`src/core/rmci_pkg.sv`:
```
// Constants shared by the radio module command interpreter
package rmci_pkg;
  localparam int FRAME_LEN = 14;
  localparam logic [3:0] LAST_IDX = 4'hd;
  localparam logic [7:0] SYNC_FIRST = 8'ha5;
  localparam logic [7:0] SYNC_SECOND = 8'h5a;
  localparam logic [7:0] HDR_HOST = 8'hab;
  localparam logic [7:0] HDR_REPLY = 8'h8b;
  // Command origin codes
  localparam logic [7:0] ORG_WRITE_ID_BASE = 8'h18;
  localparam logic [7:0] ORG_QUERY_ID_BASE = 8'h58;
  localparam logic [7:0] ORG_SET_GAIN = 8'h08;
  localparam logic [7:0] ORG_QUERY_GAIN = 8'h48;
  localparam logic [7:0] ORG_RESET = 8'h0a;
  localparam logic [7:0] ORG_QUERY_FIRMWARE_REVISION = 8'h4b;
  // Reply origin codes
  localparam logic [7:0] ORG_OK = 8'h58;
  localparam logic [7:0] ORG_FAIL = 8'h19;
  localparam logic [7:0] ORG_BASE_OUT_OF_SPAN_FAULT = 8'h1a;
  localparam logic [7:0] ORG_ID_BASE_REPORT = 8'h98;
  localparam logic [7:0] ORG_GAIN_LEVEL_REPORT = 8'h88;
  localparam logic [7:0] ORG_FIRMWARE_REVISION_REPORT = 8'h8c;
  localparam logic [7:0] ORG_TX_ID_SPAN_FAULT = 8'h22;
  // Syntax fault field codes
  localparam logic [7:0] SYN_HEADER_SEQUENCE_CODE = 8'h08;
  localparam logic [7:0] SYN_LENGTH = 8'h09;
  localparam logic [7:0] SYN_FRAME_SUM_BYTE = 8'h0a;
  localparam logic [7:0] SYN_ORIGIN_CODE = 8'h0b;
  // Gain level encoding
  localparam logic [7:0] GAIN_LOW = 8'h00;
  localparam logic [7:0] GAIN_HIGH = 8'h01;
  // ID base span and rewrite limit
  localparam logic [8:0] SPAN_TOP_BITS = 9'h1ff;
  localparam int KEPT_BITS = 25;
  localparam logic [3:0] MAX_REWRITES = 4'ha;
  localparam logic [31:0] BASE_RESET = 32'hff800000;
  localparam logic [31:0] UNIQUE_ID_DEFAULT = 32'h00000100;
  localparam logic [31:0] FW_REV_DEFAULT = 32'h01000100;
  localparam logic [31:0] IF_REV_DEFAULT = 32'h01000000;
  // Register byte offsets
  localparam logic [7:0] REG_STATUS = 8'h00;
  localparam logic [7:0] REG_MASK = 8'h04;
  localparam logic [7:0] REG_BASE = 8'h08;
  localparam logic [7:0] REG_INFO = 8'h0c;
  localparam logic [7:0] REG_CTRL = 8'h10;
  // Status bit positions
  localparam int ST_FRAME = 0;
  localparam int ST_SYNTAX = 1;
  localparam int ST_TX_FAULT = 2;
  localparam int ST_REWRITE = 3;
  localparam int ST_RESET = 4;
  localparam int ST_W = 5;
  localparam logic [ST_W-1:0] MASK_RESET = 5'h00;
  localparam logic [0:0] CTRL_RESET = 1'h1;
  // Info field positions
  localparam int INFO_GAIN = 0;
  localparam int INFO_CNT_LO = 8;
  localparam int INFO_SYN_LO = 16;
endpackage : rmci_pkg

```
`src/core/rmci_rx_frame.sv`:
```
// Host frame collector with sync, header and sum checks
`timescale 1ns/1ns
`default_nettype none
module rmci_rx_frame
  import rmci_pkg::*;
(
  input wire logic clk_i,
  input wire logic rst_i,
  input wire logic flush_i,
  input wire logic [7:0] byte_i,
  input wire logic byte_valid_i,
  output logic busy_o,
  output logic done_o,
  output logic err_o,
  output logic [7:0] err_code_o,
  output logic [7:0] org_o,
  output logic [31:0] pay_o
);
  logic [3:0] idx_r;
  logic [7:0] sum_r;
  logic [3:0] idx_nxt;
  logic [7:0] sum_nxt;
  logic done_nxt;
  logic err_nxt;
  logic [7:0] code_nxt;

  assign busy_o = (idx_r != 4'h0);

  always_comb begin
    idx_nxt = idx_r;
    sum_nxt = sum_r;
    done_nxt = 1'b0;
    err_nxt = 1'b0;
    code_nxt = err_code_o;
    if (byte_valid_i) begin
      idx_nxt = idx_r + 4'h1;
      sum_nxt = sum_r + byte_i;
      case (idx_r)
        4'h0: begin
          // Noise between frames is skipped while hunting for sync
          if (byte_i != SYNC_FIRST) idx_nxt = 4'h0;
        end
        4'h1: begin
          if (byte_i != SYNC_SECOND) begin
            idx_nxt = 4'h0;
            err_nxt = 1'b1;
            code_nxt = SYN_HEADER_SEQUENCE_CODE;
          end
        end
        4'h2: begin
          sum_nxt = byte_i;
          if (byte_i != HDR_HOST) begin
            idx_nxt = 4'h0;
            err_nxt = 1'b1;
            code_nxt = SYN_LENGTH;
          end
        end
        LAST_IDX: begin
          idx_nxt = 4'h0;
          sum_nxt = sum_r;
          if (byte_i != sum_r) begin
            err_nxt = 1'b1;
            code_nxt = SYN_FRAME_SUM_BYTE;
          end else begin
            done_nxt = 1'b1;
          end
        end
        default: ;
      endcase
    end
  end

  always_ff @(posedge clk_i) begin
    if (rst_i || flush_i) begin
      idx_r <= 4'h0;
      sum_r <= 8'h00;
      done_o <= 1'b0;
      err_o <= 1'b0;
      err_code_o <= 8'h00;
      org_o <= 8'h00;
      pay_o <= 32'h0;
    end else begin
      idx_r <= idx_nxt;
      sum_r <= sum_nxt;
      done_o <= done_nxt;
      err_o <= err_nxt;
      err_code_o <= code_nxt;
      if (byte_valid_i && idx_r == 4'h3) org_o <= byte_i;
      // Payload bytes past the fourth are never used by a command
      if (byte_valid_i && idx_r >= 4'h4 && idx_r <= 4'h7) pay_o <= {pay_o[23:0], byte_i};
    end
  end
endmodule : rmci_rx_frame
`default_nettype wire

```
`src/core/rmci_tx_frame.sv`:
```
// Reply frame serializer with sum generation
`timescale 1ns/1ns
`default_nettype none
module rmci_tx_frame
  import rmci_pkg::*;
(
  input wire logic clk_i,
  input wire logic rst_i,
  input wire logic start_i,
  input wire logic [7:0] org_i,
  input wire logic [71:0] pay_i,
  output logic busy_o,
  output logic [7:0] tx_data_o,
  output logic tx_valid_o,
  input wire logic tx_ready_i
);
  logic [3:0] idx_r;
  logic [7:0] org_r;
  logic [71:0] pay_r;
  logic [7:0] sum_r;
  logic [7:0] start_sum;
  logic [7:0] next_byte;
  logic [3:0] next_idx;

  function automatic logic [7:0] frame_sum(input logic [7:0] origin_code, input logic [71:0] pay);
    logic [7:0] s;
    s = HDR_REPLY + origin_code;
    for (int i = 0; i < 9; i++) s = s + pay[i*8 +: 8];
    return s;
  endfunction : frame_sum

  assign start_sum = frame_sum(org_i, pay_i);
  assign busy_o = tx_valid_o;
  assign next_idx = idx_r + 4'h1;
  // Past the sum byte the index runs off the payload; park the data at zero
  assign next_byte = (next_idx > LAST_IDX) ? 8'h00 :
                     (next_idx == 4'h1) ? SYNC_SECOND :
                     (next_idx == 4'h2) ? HDR_REPLY :
                     (next_idx == 4'h3) ? org_r :
                     (next_idx == LAST_IDX) ? sum_r :
                     pay_r[8'(71 - 8 * (32'(next_idx) - 4)) -: 8];

  always_ff @(posedge clk_i) begin
    if (rst_i) begin
      idx_r <= 4'h0;
      org_r <= 8'h00;
      pay_r <= 72'h0;
      sum_r <= 8'h00;
      tx_data_o <= 8'h00;
      tx_valid_o <= 1'b0;
    end else if (start_i && !tx_valid_o) begin
      idx_r <= 4'h0;
      org_r <= org_i;
      pay_r <= pay_i;
      sum_r <= start_sum;
      tx_data_o <= SYNC_FIRST;
      tx_valid_o <= 1'b1;
    end else if (tx_valid_o && tx_ready_i) begin
      idx_r <= next_idx;
      tx_data_o <= next_byte;
      if (idx_r == LAST_IDX) begin
        tx_valid_o <= 1'b0;
        idx_r <= 4'h0;
      end
    end
  end
endmodule : rmci_tx_frame
`default_nettype wire

```
`src/core/rmci_top.sv`:
```
// Radio module command interpreter with Wishbone registers
//
// The Wishbone interface to the registers and the register addresses were chosen for this implementation.
`timescale 1ns/1ns
`default_nettype none
module rmci_top
  import rmci_pkg::*;
#(
  parameter logic [31:0] UNIQUE_ID = UNIQUE_ID_DEFAULT,  // Arbitrary value
  parameter logic [31:0] FW_REV = FW_REV_DEFAULT,        // Arbitrary value
  parameter logic [31:0] IF_REV = IF_REV_DEFAULT         // Arbitrary value
)(
  input wire logic clk_i,
  input wire logic rst_i,
  input wire logic wb_cyc_i,
  input wire logic wb_stb_i,
  input wire logic wb_we_i,
  input wire logic [7:0] wb_adr_i,
  input wire logic [3:0] wb_sel_i,
  input wire logic [31:0] wb_dat_i,
  output logic [31:0] wb_dat_o,
  output logic wb_ack_o,
  output logic irq_o,
  input wire logic [7:0] host_rx_data_i,
  input wire logic host_rx_valid_i,
  output logic host_rx_ready_o,
  output logic [7:0] host_tx_data_o,
  output logic host_tx_valid_o,
  input wire logic host_tx_ready_i,
  input wire logic radio_tx_valid_i,
  input wire logic [31:0] radio_tx_id_i,
  output logic radio_tx_ready_o,
  output logic radio_tx_go_o,
  input wire logic radio_rx_valid_i,
  input wire logic radio_rx_near_i,
  output logic radio_rx_accept_o,
  output logic low_gain_o,
  output logic ctrl_reset_o
);
  // Registers
  logic [31:0] base_r;
  logic [3:0] rewrites_r;
  logic high_gain_r;
  logic [ST_W-1:0] status_r;
  logic [ST_W-1:0] mask_r;
  logic [0:0] ctrl_r;
  logic [7:0] last_syn_r;
  logic rep_pend_r;
  logic [7:0] rep_org_r;
  logic [71:0] rep_pay_r;
  logic soft_rst_r;

  // Frame collector outputs
  logic rx_busy;
  logic rx_done;
  logic rx_err;
  logic [7:0] rx_err_code;
  logic [7:0] rx_org;
  logic [31:0] rx_pay;
  logic rx_byte_take;
  logic tx_busy;
  logic tx_start;

  assign host_rx_ready_o = !rep_pend_r;
  assign rx_byte_take = host_rx_valid_i && host_rx_ready_o;

  rmci_rx_frame u_rx (
    .clk_i(clk_i),
    .rst_i(rst_i),
    .flush_i(soft_rst_r),
    .byte_i(host_rx_data_i),
    .byte_valid_i(rx_byte_take),
    .busy_o(rx_busy),
    .done_o(rx_done),
    .err_o(rx_err),
    .err_code_o(rx_err_code),
    .org_o(rx_org),
    .pay_o(rx_pay)
  );

  assign tx_start = rep_pend_r && !tx_busy;

  rmci_tx_frame u_tx (
    .clk_i(clk_i),
    .rst_i(rst_i),
    .start_i(tx_start),
    .org_i(rep_org_r),
    .pay_i(rep_pay_r),
    .busy_o(tx_busy),
    .tx_data_o(host_tx_data_o),
    .tx_valid_o(host_tx_valid_o),
    .tx_ready_i(host_tx_ready_i)
  );

  // Command decode
  wire cmd_on = ctrl_r[0];
  wire cmd_valid = rx_done && cmd_on;
  wire syn_valid = rx_err && cmd_on;
  wire is_wr_base = (rx_org == ORG_WRITE_ID_BASE);
  wire is_rd_base = (rx_org == ORG_QUERY_ID_BASE);
  wire is_set_gain = (rx_org == ORG_SET_GAIN);
  wire is_rd_gain = (rx_org == ORG_QUERY_GAIN);
  wire is_reset = (rx_org == ORG_RESET);
  wire is_rd_fw = (rx_org == ORG_QUERY_FIRMWARE_REVISION);
  wire known_org = is_wr_base || is_rd_base || is_set_gain || is_rd_gain || is_reset || is_rd_fw;
  wire limit_hit = (rewrites_r >= MAX_REWRITES);
  wire in_span = (rx_pay[31:23] == SPAN_TOP_BITS);
  wire rewrite_ok = cmd_valid && is_wr_base && !limit_hit && in_span;
  wire gain_low_req = (rx_pay[31:24] == GAIN_LOW);
  wire gain_high_req = (rx_pay[31:24] == GAIN_HIGH);
  wire gain_ok = cmd_valid && is_set_gain && (gain_low_req || gain_high_req);
  wire reset_cmd = cmd_valid && is_reset;
  wire [7:0] gain_byte = high_gain_r ? GAIN_HIGH : GAIN_LOW;

  // Reply selection; lower bytes stay zero where unused
  logic reply_set;
  logic [7:0] reply_org;
  logic [71:0] reply_pay;

  always_comb begin
    reply_set = 1'b0;
    reply_org = ORG_FAIL;
    reply_pay = 72'h0;
    if (syn_valid) begin
      reply_set = 1'b1;
      reply_org = rx_err_code;
    end else if (cmd_valid) begin
      reply_set = !is_reset;
      if (!known_org) begin
        reply_org = SYN_ORIGIN_CODE;
      end else if (is_wr_base) begin
        if (limit_hit) reply_org = ORG_FAIL;
        else if (!in_span) reply_org = ORG_BASE_OUT_OF_SPAN_FAULT;
        else reply_org = ORG_OK;
      end else if (is_rd_base) begin
        reply_org = ORG_ID_BASE_REPORT;
        reply_pay = {base_r, 40'h0};
      end else if (is_set_gain) begin
        // A level code other than low or high cannot be carried out
        reply_org = gain_ok ? ORG_OK : ORG_FAIL;
      end else if (is_rd_gain) begin
        reply_org = ORG_GAIN_LEVEL_REPORT;
        reply_pay = {gain_byte, 64'h0};
      end else if (is_rd_fw) begin
        reply_org = ORG_FIRMWARE_REVISION_REPORT;
        reply_pay = {FW_REV, IF_REV, 8'h00};
      end
    end
  end

  // Outgoing radio telegram ID check; blocked while a host frame is in flight
  // so that a fault reply cannot collide with a command reply
  wire radio_in_range = (radio_tx_id_i == UNIQUE_ID) || (radio_tx_id_i[31:7] == base_r[31:7]);
  assign radio_tx_ready_o = !rep_pend_r && !rx_busy && !rx_done && !rx_err;
  wire radio_take = radio_tx_valid_i && radio_tx_ready_o;
  assign radio_tx_go_o = radio_take && radio_in_range;
  wire radio_fault = radio_take && !radio_in_range;

  // Receive gating by gain level
  assign radio_rx_accept_o = radio_rx_valid_i && (high_gain_r || radio_rx_near_i);
  assign low_gain_o = !high_gain_r;
  assign ctrl_reset_o = soft_rst_r;

  // Wishbone slave
  wire wb_req = wb_cyc_i && wb_stb_i;
  wire wb_wr = wb_req && wb_we_i && wb_ack_o;
  wire [31:0] wmask = {{8{wb_sel_i[3]}}, {8{wb_sel_i[2]}}, {8{wb_sel_i[1]}}, {8{wb_sel_i[0]}}};
  wire [31:0] wval = wb_dat_i & wmask;
  wire sel_status = (wb_adr_i == REG_STATUS);
  wire sel_mask = (wb_adr_i == REG_MASK);
  wire sel_base = (wb_adr_i == REG_BASE);
  wire sel_info = (wb_adr_i == REG_INFO);
  wire sel_ctrl = (wb_adr_i == REG_CTRL);
  wire [31:0] info_word = {8'h00, last_syn_r, 4'h0, rewrites_r, 7'h00, high_gain_r};
  wire [31:0] rd_word = sel_status ? {27'h0, status_r} :
                        sel_mask ? {27'h0, mask_r} :
                        sel_base ? base_r :
                        sel_info ? info_word :
                        sel_ctrl ? {31'h0, ctrl_r} : 32'h0;

  // Interrupt events; a set in the clearing cycle survives
  wire [ST_W-1:0] st_set = {reset_cmd, rewrite_ok, radio_fault, syn_valid || (cmd_valid && !known_org), cmd_valid};
  wire [ST_W-1:0] st_clr = (wb_wr && sel_status) ? wval[ST_W-1:0] : {ST_W{1'b0}};
  wire [ST_W-1:0] status_nxt = (status_r & ~st_clr) | st_set;

  assign irq_o = |(status_r & mask_r);

  always_ff @(posedge clk_i) begin
    if (rst_i) begin
      wb_ack_o <= 1'b0;
      wb_dat_o <= 32'h0;
      status_r <= {ST_W{1'b0}};
      mask_r <= MASK_RESET;
      ctrl_r <= CTRL_RESET;
    end else begin
      wb_ack_o <= wb_req && !wb_ack_o;
      if (wb_req && !wb_ack_o) wb_dat_o <= rd_word;
      status_r <= status_nxt;
      if (wb_wr && sel_mask) mask_r <= (mask_r & ~wmask[ST_W-1:0]) | wval[ST_W-1:0];
      if (wb_wr && sel_ctrl && wb_sel_i[0]) ctrl_r <= wb_dat_i[0:0];
    end
  end

  // Command state; base and rewrite count stand for nonvolatile storage
  // and so survive the reset command
  always_ff @(posedge clk_i) begin
    if (rst_i) begin
      base_r <= BASE_RESET;
      rewrites_r <= 4'h0;
      high_gain_r <= 1'b1;
      last_syn_r <= 8'h00;
      soft_rst_r <= 1'b0;
    end else begin
      soft_rst_r <= reset_cmd;
      if (rewrite_ok) begin
        base_r <= {rx_pay[31:32-KEPT_BITS], {(32-KEPT_BITS){1'b0}}};
        rewrites_r <= rewrites_r + 4'h1;
      end
      if (gain_ok) high_gain_r <= gain_high_req;
      if (syn_valid) last_syn_r <= rx_err_code;
      else if (cmd_valid && !known_org) last_syn_r <= SYN_ORIGIN_CODE;
      if (reset_cmd) high_gain_r <= 1'b1;
    end
  end

  // Single reply slot; the host link is stalled while it is full
  always_ff @(posedge clk_i) begin
    if (rst_i) begin
      rep_pend_r <= 1'b0;
      rep_org_r <= 8'h00;
      rep_pay_r <= 72'h0;
    end else if (reply_set) begin
      rep_pend_r <= 1'b1;
      rep_org_r <= reply_org;
      rep_pay_r <= reply_pay;
    end else if (radio_fault) begin
      rep_pend_r <= 1'b1;
      rep_org_r <= ORG_TX_ID_SPAN_FAULT;
      rep_pay_r <= 72'h0;
    end else if (tx_start) begin
      rep_pend_r <= 1'b0;
    end
  end
endmodule : rmci_top
`default_nettype wire

```
`config.mk`:
```
export PLATFORM = sky130hd
export DESIGN_NAME = rmci_top
export DESIGN_NICKNAME = d
export VERILOG_FILES = /design/src/core/rmci_pkg.sv /design/src/core/rmci_rx_frame.sv /design/src/core/rmci_tx_frame.sv /design/src/core/rmci_top.sv
export SDC_FILE = /design/constraint.sdc
export NUM_CORES = 1
export LEC_CHECK = 0
export BUFFER_PORTS_ARGS = -buffer_cell sky130_fd_sc_hd__buf_4
export CAP_MARGIN = 20
export CORE_MARGIN = 1.5
export CORE_UTILIZATION = 25
export CTS_BUF_LIST = sky130_fd_sc_hd__clkbuf_8
export CTS_CLUSTER_DIAMETER = 30
export DETAILED_ROUTE_END_ITERATION = 10
export PLACE_DENSITY_LB_ADDON = 0.2
export SLEW_MARGIN = 10
export SYNTH_ARGS = -nofsm -noshare
export SYNTH_HDL_FRONTEND = slang
export SYNTH_SLANG_ARGS = --single-unit
```
`constraint.sdc`:
```
create_clock -name clk_i -period 7.4 [get_ports clk_i]
set_input_delay 1.11 -clock clk_i [delete_from_list [all_inputs] [get_ports clk_i]]
set_output_delay 1.11 -clock clk_i [all_outputs]
set_load 0.01 [all_outputs]
```
=== After elaboration in Yosys (flattened, before gate mapping) ===
Index checks and enable logic that the tools add are counted.

* $add $sub $neg: 16
* Order comparisons: 4
* Eq/ne operators: 30
* Shifts and indexed selects: 1
* Muxes and demuxes: 62
* Bitwise gates (word level): 10
* Reduce and logical (&&, ||, !) cells: 70

{| class="wikitable"
|+ Operator list
! kind !! number
|-
| 2-to-1 mux 72 bit || 7
|-
| 2-to-1 mux 65 bit || 3
|-
| 2-to-1 mux 8 bit || 22
|-
| 2-to-1 mux 32 bit || 3
|-
| adder 8 bit || 10
|-
| variable part select 79 x 9 -> 8 bit || 1
|-
| equality test 32 x 9 -> 1 bit, second input constant || 1
|-
| equality test 8 x 4 -> 1 bit, second input constant || 4
|-
| logical AND 1 bit || 31
|-
| equality test 25 bit || 1
|-
| equality test 8 x 7 -> 1 bit, second input constant || 3
|-
| 2-to-1 mux 24 bit || 1
|-
| case mux 8 bit (3 select lines) || 1
|-
| 2-to-1 mux 7 bit || 3
|-
| AND 5 bit || 4
|-
| equality test 4 x 2 -> 1 bit, second input constant || 4
|-
| equality test 8 x 5 -> 1 bit, second input constant || 2
|-
| logical NOT 8 bit || 2
|-
| 2-to-1 mux 4 bit || 4
|-
| inequality test 8 bit, second input constant || 2
|-
| case mux 4 bit (4 select lines) || 1
|-
| case mux 8 bit (2 select lines) || 1
|-
| 2-to-1 mux 1 bit || 14
|-
| adder 4 x 1 -> 4 bit, second input constant || 3
|-
| 31 further kinds || 65
|}

* Flip-flop bits (word level): 327
* Logic and storage cells: 220

=== Depth between registers and ports, before layout ===
Gate-level depths: netlist of the first run.

* Depth in word-level cells: 11
* Mapped depth: 16
* Mapped depth without buffers: 16

=== Modules after synthesis ===
A second synthesis of the first run with hierarchy kept.

* Cell total of the unflattened synthesis: 1,628
* Area, all modules: 14,019.7 sq um

{| class="wikitable"
|+ By module, submodules not included
! module !! times used !! cells an instance !! area each (sq um) !! seq. area each (sq um)
|-
| rmci_tx_frame || 1 || 742 || 6,314.8 || 2,021.9
|-
| rmci_top || 1 || 551 || 4,937.2 || 2,322.2
|-
| rmci_rx_frame || 1 || 335 || 2,767.7 || 1,141.1
|}

=== Least setup slack after synthesis of the first run ===
No wires, ideal clock.

* Path type: register -> register
* From: reg rep_org_r[2]
* To: reg u_tx.sum_r[6]
* Setup time: 0.070 ns
* Arrival time: 3.109 ns
* Path slack: 4.220 ns
* Cell stages (with the launch flop): 17
* Buffers on the path: 0
* Cells stage by stage: dfxtp_1 inv_1 fa_1 inv_1 fa_1 inv_1 fa_1 inv_1 ha_1 inv_1 fa_1 inv_1 a21o_1 a21oi_1 xnor2_1 nand2_1 a21oi_1

* Longest elaborated chain between the ends: 10

{| class="wikitable"
|+ Ends and longest elaborated chain
! element !! RTL line !! source
|-
| start, declared || rmci_top.sv:49 || <nowiki>logic [7:0] rep_org_r;</nowiki>
|-
| start signal, assigned || rmci_top.sv:234 || <nowiki>rep_org_r <= reply_org;</nowiki>
|-
| adder 8 bit || rmci_tx_frame.sv:27 || <nowiki>s = HDR_REPLY + origin_code;</nowiki>
|-
| adder 8 bit (9 in a row) || rmci_tx_frame.sv:28 || <nowiki>for (int i = 0; i < 9; i++) s = s + pay[i*8 +: 8];</nowiki>
|-
| end signal, assigned || rmci_tx_frame.sv:55 || <nowiki>sum_r <= start_sum;</nowiki>
|-
| end, declared || rmci_tx_frame.sv:20 || <nowiki>logic [7:0] sum_r;</nowiki>
|}

Every way passes these cells.
A chain may end at the register's enable or synchronous reset.

=== Worst setup path in the final report of the first run ===
* From: in radio_tx_id_i[24]
* To: out radio_tx_go_o

* Longest elaborated chain between the ends: 3

{| class="wikitable"
|+ Ends and longest elaborated chain
! element !! RTL line !! source
|-
| start, declared || rmci_top.sv:31 || <nowiki>input wire logic [31:0] radio_tx_id_i,</nowiki>
|-
| equality test 32 x 9 -> 1 bit / equality test 25 bit (equally long branches) || rmci_top.sv:153 || <nowiki>wire radio_in_range = (radio_tx_id_i == UNIQUE_ID) || (radio_tx_id_i[31:7] == base_r[31:7]);</nowiki>
|-
| logical OR 1 bit * || rmci_top.sv:153 ||
|-
| logical AND 1 bit * || rmci_top.sv:156 || <nowiki>assign radio_tx_go_o = radio_take && radio_in_range;</nowiki>
|-
| end, declared || rmci_top.sv:33 || <nowiki>output logic radio_tx_go_o,</nowiki>
|}

Every way passes the cells marked *; elsewhere a longest branch is shown, timed or not.

==> metrics.txt, run 1 <==
outcome completed; Worst Path Buf+Inv 2; largest family of logic cells by synthesized area simple AND/OR/NAND/NOR gates; most common cell in the netlist dfxtp_1; GR Util All Layers 0.1551; sequential element share of the synthesized area 0.4199; Async S/R FF share, synth 0; Core Footprint 41,760 µm²; EDFF count, synth 0; Max Fanout on Critical Path 2; Fin Setup TNS 0 ns; Worst Setup End Kind primary output; Via density 4.649; Synth Area in XOR/XNOR 0.03906; clock slew at reported path FFs 0.04 ns; Distinct cells, synth 74; total wire length 33,450 µm; # DRC 0; max frequency 0.2608 GHz; Crit Path Category input pin to primary output; post-CTS setup repair buffer count 0; share of cells above drive strength 1 0.1927; worst setup margin 3.566 ns; Via Count 8,996; Worst VDD drop 0.1985 mV; Fin Hold WS 0.4516 ns; mux share of post-synthesis cell area 0.04856; vias in the first global route 9,092; Hold/Removal Path Class register to register; drt wl/cell 17.28 µm; CTS root buffer clkbuf_8; Die ar. 43,390 µm²; Post-CTS Hold Fix Bufs 0; total power draw 0.003404 W; port bufs 110; final hold violation count 0; First DRT Iteration DRCs 533; Avg Cell Area, Syn 8.546 µm²; Max-Cap Viols 0; synthesis warning total 0; Final Cycle Share 0.5181; count of final setup violators 0; min Tclk post-route 3.834 ns; total CTS buffers 67; Final Slew Violations 0; top post-synthesis cells by area dfxtp_1 42%, nand2_1 7.7%, a21oi_1 4.9%; Crit path required time 6.29 ns; slew margin rel. 0.3139; Commonest cells post-synth 221 x dfxtp_1, 215 x nand2_1, 122 x nor2_1, 103 x a21oi_1, 59 x clkbuf_1; Adder-Cell Fraction of Synth Area 0.06720; Most used DFF post-synth dfxtp_1; Placement Rows 75; unrepaired setup endpoints after global routing false; CTS H-tree lvls 3; Routed Antenna Nets 0; CP Data Arrival Time 2.72 ns; final clock skew 0.03195 ns; Die Span X 208.3 µm; Worst-Margin Slew 1.026 ns; cells after synthesis 1,233; initial antenna violation count 0; Synth top area share 0.4199; Resized cells post-CTS 0; Inst Count DP 1,815; Synth Area in Compound Gates 0.1660; first drt pass iteration count 6; placed wire-length estimate 23,550 µm; nets 1,487; Starting Density 0.2523; CTS tree yes; Sink Count 221; simple-gate share of the synthesized area 0.2053; dpl ws 3.376 ns; Longest Clk Path Bufs 3; Yosys reg bits 221; CP max stage delay 0.80 ns; I/O pin total 143; Leak 5.112 nW; Diodes inserted 0; largest net degree at the start of global routing 71; Area growth syn-to-layout 26.28%; total global routing overflow 0; critical path startpoint category input pin; Layout Cells excl Fill 1,935; CP cell instances buf_4, nor4_1, nand4_1, nor2_1, a21oi_1, nor2_1, buf_4; Critical Path Slowest Stage Cell nor4_1; leading area contributor after synthesis dfxtp_1; clk_lat worst skew 0.59 ns; P per Cell Area 255.8 nW/µm²; Mapped Area 10,540 µm²; Die Ht 208.3 µm; Crit path max-delay family simple AND/OR/NAND/NOR gates; global-route wire length before repair 52,470 µm; Placer Congestion 0.8170
-- placed cells by master, fill, tap and decap left out, drive strengths merged, types with 6 or more instances in the layout --
cell type / n
mux2i: 41
clkbuf: 80
xnor2: 39
and2: 8
a22oi: 28
nand4: 9
a21oi: 103
nand2: 215
bufinv: 8
inv: 67
o21a: 6
fa: 16
nand2b: 7
dfxtp: 221
clkinvlp: 9
a222oi: 8
and3: 9
a211oi: 9
clkinv: 11
buf: 120
mux2: 9
o211ai: 6
nor4: 15
or3: 11
nand3: 11
ha: 31
a31oi: 9
o21ai: 29
nor2b: 11
a21o: 13
nor3: 24
a22o: 24
xor2: 8
nor2: 125
-- worst min-delay path: stages, from the launching register on --
cell and delay [ns]:
dfxtp_1 0.30, nand2_1 0.05, a21oi_1 0.05
-- flip-flops by register name, indices dropped and copies added, names as in the netlist, 3 cells and up, named ones only --
name and cells:
u_tx.pay_r 25, base_r 25, u_rx.pay_o 32, u_rx.org_o 8
u_tx.tx_data_o 8, u_tx.idx_r 4, rep_org_r 8, u_rx.sum_r 8
rewrites_r 4, u_tx.org_r 8, u_rx.err_code_o 3, wb_dat_o 30
u_rx.idx_r 4, status_r 5, last_syn_r 3, u_tx.sum_r 8
rep_pay_r 25
-- layout make-up --
class	count	area, µm²
multi-input cells	880	5562
inverters	56	210.2
clock inverters	39	414.1
repair buffers	120	920.9
well taps	539	674.4
fillers	4445	28450
clock buffers	80	1101
flip-flops and latches	221	4424
-- worst paths after layout --
check / startpoint / end / slack, ns / cells past startpoint
worst max-delay path: radio_tx_id_i[24] / radio_tx_go_o / 3.57 / 7
worst max register to register: rep_org_r[2] / u_tx.sum_r[6] / 3.96 / 16
worst min register to register: u_tx.pay_r[51] / u_tx.pay_r[51] / 0.45 / 2
worst min-delay path: u_tx.pay_r[51] / u_tx.pay_r[51] / 0.45 / 2
-- cells by family (layout without fill, tap and decap cells) --
group           Yosys count  count (layout)
compound gates          265             265
xor+xnor                 47              47
fa+ha+maj                47              47
buf+inv                 133             295
flops                   221             221
mux                      50              50
other cells               1               2
simple gates            469             469
-- where the power goes --
group          switching, W  internal, W  leakage, nW
clock network      0.000684      0.00126        0.790
logic              0.000138    0.0000908         2.54
registers         0.0000169      0.00121         1.78
total              0.000839      0.00256         5.11
-- per-layer routing --
metal	vias to the layer above	global-route usage	wire length [µm]
met5	-	0	0
met4	0	0.05437	596
met3	48	0.03109	1321
met2	173	0.2526	15730
met1	4266	0.2036	15790
li1	4509	-	-
-- metrics by stage --
step             util  instance area (µm²)
4_1_cts        0.3183                13290
3_3_place_gp   0.2815                11760
5_1_grt        0.3187                13310
3_5_place_dp   0.2820                11780
2_1_floorplan       -                10540
6_report       0.3187                13310
(Power assumes the default switching activity.)
==> run 2: changes to the inputs <==
==> constraint.sdc (replaced) <==
create_clock -name clk_i -period 3.6 [get_ports clk_i]
set_input_delay 0.54 -clock clk_i [delete_from_list [all_inputs] [get_ports clk_i]]
set_output_delay 0.54 -clock clk_i [all_outputs]
set_load 0.01 [all_outputs]
==> run 2 against run 1 <==
Effect of this change:
- cell count is 0.62% higher
- routed wire length rose by 0.89%
- design area is 0.31% lower
- sequential share of layout area rose by 0.10 points
- total power rose by 95%
- clock-buffer cell count is 1 lower
- register-to-register slack got worse by 3.7 ns
- clock skew down 0.0064 ns
- non-clock buffer count grew 12
- highest routed layer unchanged
==> metrics.txt, run 2 (same netlist as run 1, synthesis figures left out) <==
commonest non-fill, non-tap cell in the layout dfxtp_1; Crit Path Category register to register; Routed Antenna Nets 0; Via density 4.662; nets 1,499; Diodes inserted 0; largest net degree at the start of global routing 66; max reg flops 32; CTS tree yes; total global routing overflow 0; GR Util All Layers 0.1548; Max Fanout on Critical Path 3; total power draw 0.006627 W; Starting Density 0.2523; CTS root buffer clkbuf_8; min-delay src wb_dat_i[4]; final clock skew 0.02554 ns; total wire length 33,740 µm; fill count 4,444; Clock power frac 0.548; First DRT Iteration DRCs 561; share of cells above drive strength 1 0.1974; final hold violation count 0; slew margin rel. 0.3264; total CTS buffers 67; largest register by flop count u_rx.pay_o; Leak 5.133 nW; Die Span X 208.3 µm; critical path startpoint category register; Max-Cap Viols 0; Longest Clk Path Bufs 3; initial antenna violation count 0; most frequent cells in the layout 221 x dfxtp_1, 215 x nand2_1, 132 x buf_4; Placement Rows 75; # DRC 0; dpl ws 0.2122 ns; Hold/Removal Path Class input pin to register; Worst VDD drop 0.2653 mV; Area growth syn-to-layout 25.88%; Worst-Margin Slew 0.9998 ns; Inst Count DP 1,828; Crit path required time 4.10 ns; count of final setup violators 0; Final Cycle Share 0.9353; reg2reg setup slack 0.23 ns; Layout Cells excl Fill 1,947; Post-CTS Hold Fix Bufs 0; Worst R2R End u_tx.sum_r[6]; first drt pass iteration count 6; clk_lat worst skew 0.59 ns; Fin Hold WS 0.2181 ns; beginning of the worst register-to-register path rep_org_r[2]; hold path cells 3; placed wire-length estimate 24,360 µm; worst setup margin 0.2328 ns; Die Ht 208.3 µm; CTS H-tree lvls 3; internal power 0.004957 W; fin util 0.3177; I/O pin total 143; drt wl/cell 17.33 µm; clock slew at reported path FFs 0.05 ns; outcome completed; CP Data Arrival Time 3.87 ns; Worst Setup End Kind register; largest registers u_rx.pay_o x32, wb_dat_o x30; R2R cell count 16; Die ar. 43,390 µm²; min Tclk post-route 3.367 ns; Sink Count 221; Logic pwr share 0.072; port bufs 110; global-route wire length before repair 52,180 µm; Core Footprint 41,760 µm²; vias in the first global route 9,085; Final Slew Violations 0; sw power 0.001670 W; P per Cell Area 499.6 nW/µm²; Via Count 9,077; Switching Share 0.2521; Placer Congestion 0.8119; Flop pwr share 0.380; max frequency 0.2970 GHz
## run 2: final cells by class
| type | instances | area [µm²] | share of cell area |
|---|---|---|---|
| Clock buffer | 79 | 1087 | 0.08197 |
| Tap cell | 539 | 674.4 | 0.05084 |
| Sequential cell | 221 | 4424 | 0.3335 |
| Inverter | 56 | 210.2 | 0.01585 |
| Multi-Input combinational cell | 880 | 5568 | 0.4197 |
| Timing Repair Buffer | 132 | 991.0 | 0.07470 |
| Clock inverter | 40 | 310.3 | 0.02339 |
## run 2: routing by layer
layer  up-vias  global-route usage  part of all wire
li1       4535                   -                 -
met1      4324              0.2020              0.47
met2       179              0.2477              0.47
met3        39             0.03562             0.042
met4         0             0.05890             0.022
met5         -                   0                 0
## run 2: worst max path at each step
| stage | endpoint | slack [ns] | cells past startpoint | startpoint |
|---|---|---|---|---|
| after floorplan | u_tx.sum_r[6] | 0.42 | 16 | rep_org_r[2] |
| after global placement | u_tx.sum_r[6] | 0.22 | 16 | rep_org_r[2] |
| after detailed placement | u_tx.sum_r[6] | 0.21 | 16 | rep_org_r[2] |
| after CTS | u_tx.sum_r[6] | 0.22 | 16 | rep_org_r[2] |
| after global routing | u_tx.sum_r[6] | -0.03 | 16 | rep_org_r[2] |
| final | u_tx.sum_r[6] | 0.23 | 16 | rep_org_r[2] |
## run 2: what timing repair did
| action | in CTS | in global routing |
|---|---|---|
| buffers inserted | 0 | 0 |
| endpoints found under the setup margin | 0 | 1 |
| resized for setup | 0 | 2 |
## run 2: critical path, cell delays in order, from the launching register on
cell and delay [ns]:
dfxtp_1 0.35, inv_1 0.09, fa_1 0.54, inv_1 0.05, fa_1 0.47, inv_1 0.05, fa_1 0.42, inv_1 0.06
ha_1 0.16, inv_1 0.07, fa_2 0.40, inv_1 0.06, a21o_1 0.10, a21oi_1 0.07, xnor2_1 0.16, nand2_1 0.10
a21oi_2 0.16
## run 2: power groups by stage
stage	registers [W]	clock network [W]	logic, W
detailed placement	0.00257	0	0.000482
global route	0.00252	0.00388	0.000536
global placement	0.00257	0	0.000480
finish	0.00252	0.00363	0.000479
CTS	0.00252	0.00373	0.000484
floorplan	0.00256	0	0.000299
## run 2: per-stage QoR
step,cell area [µm²],TNS (ns)
floorplan,10540,0
global placement,11860,0
detailed placement,11860,0
CTS,13260,0
global route,13270,-0.02707
finish,13270,0
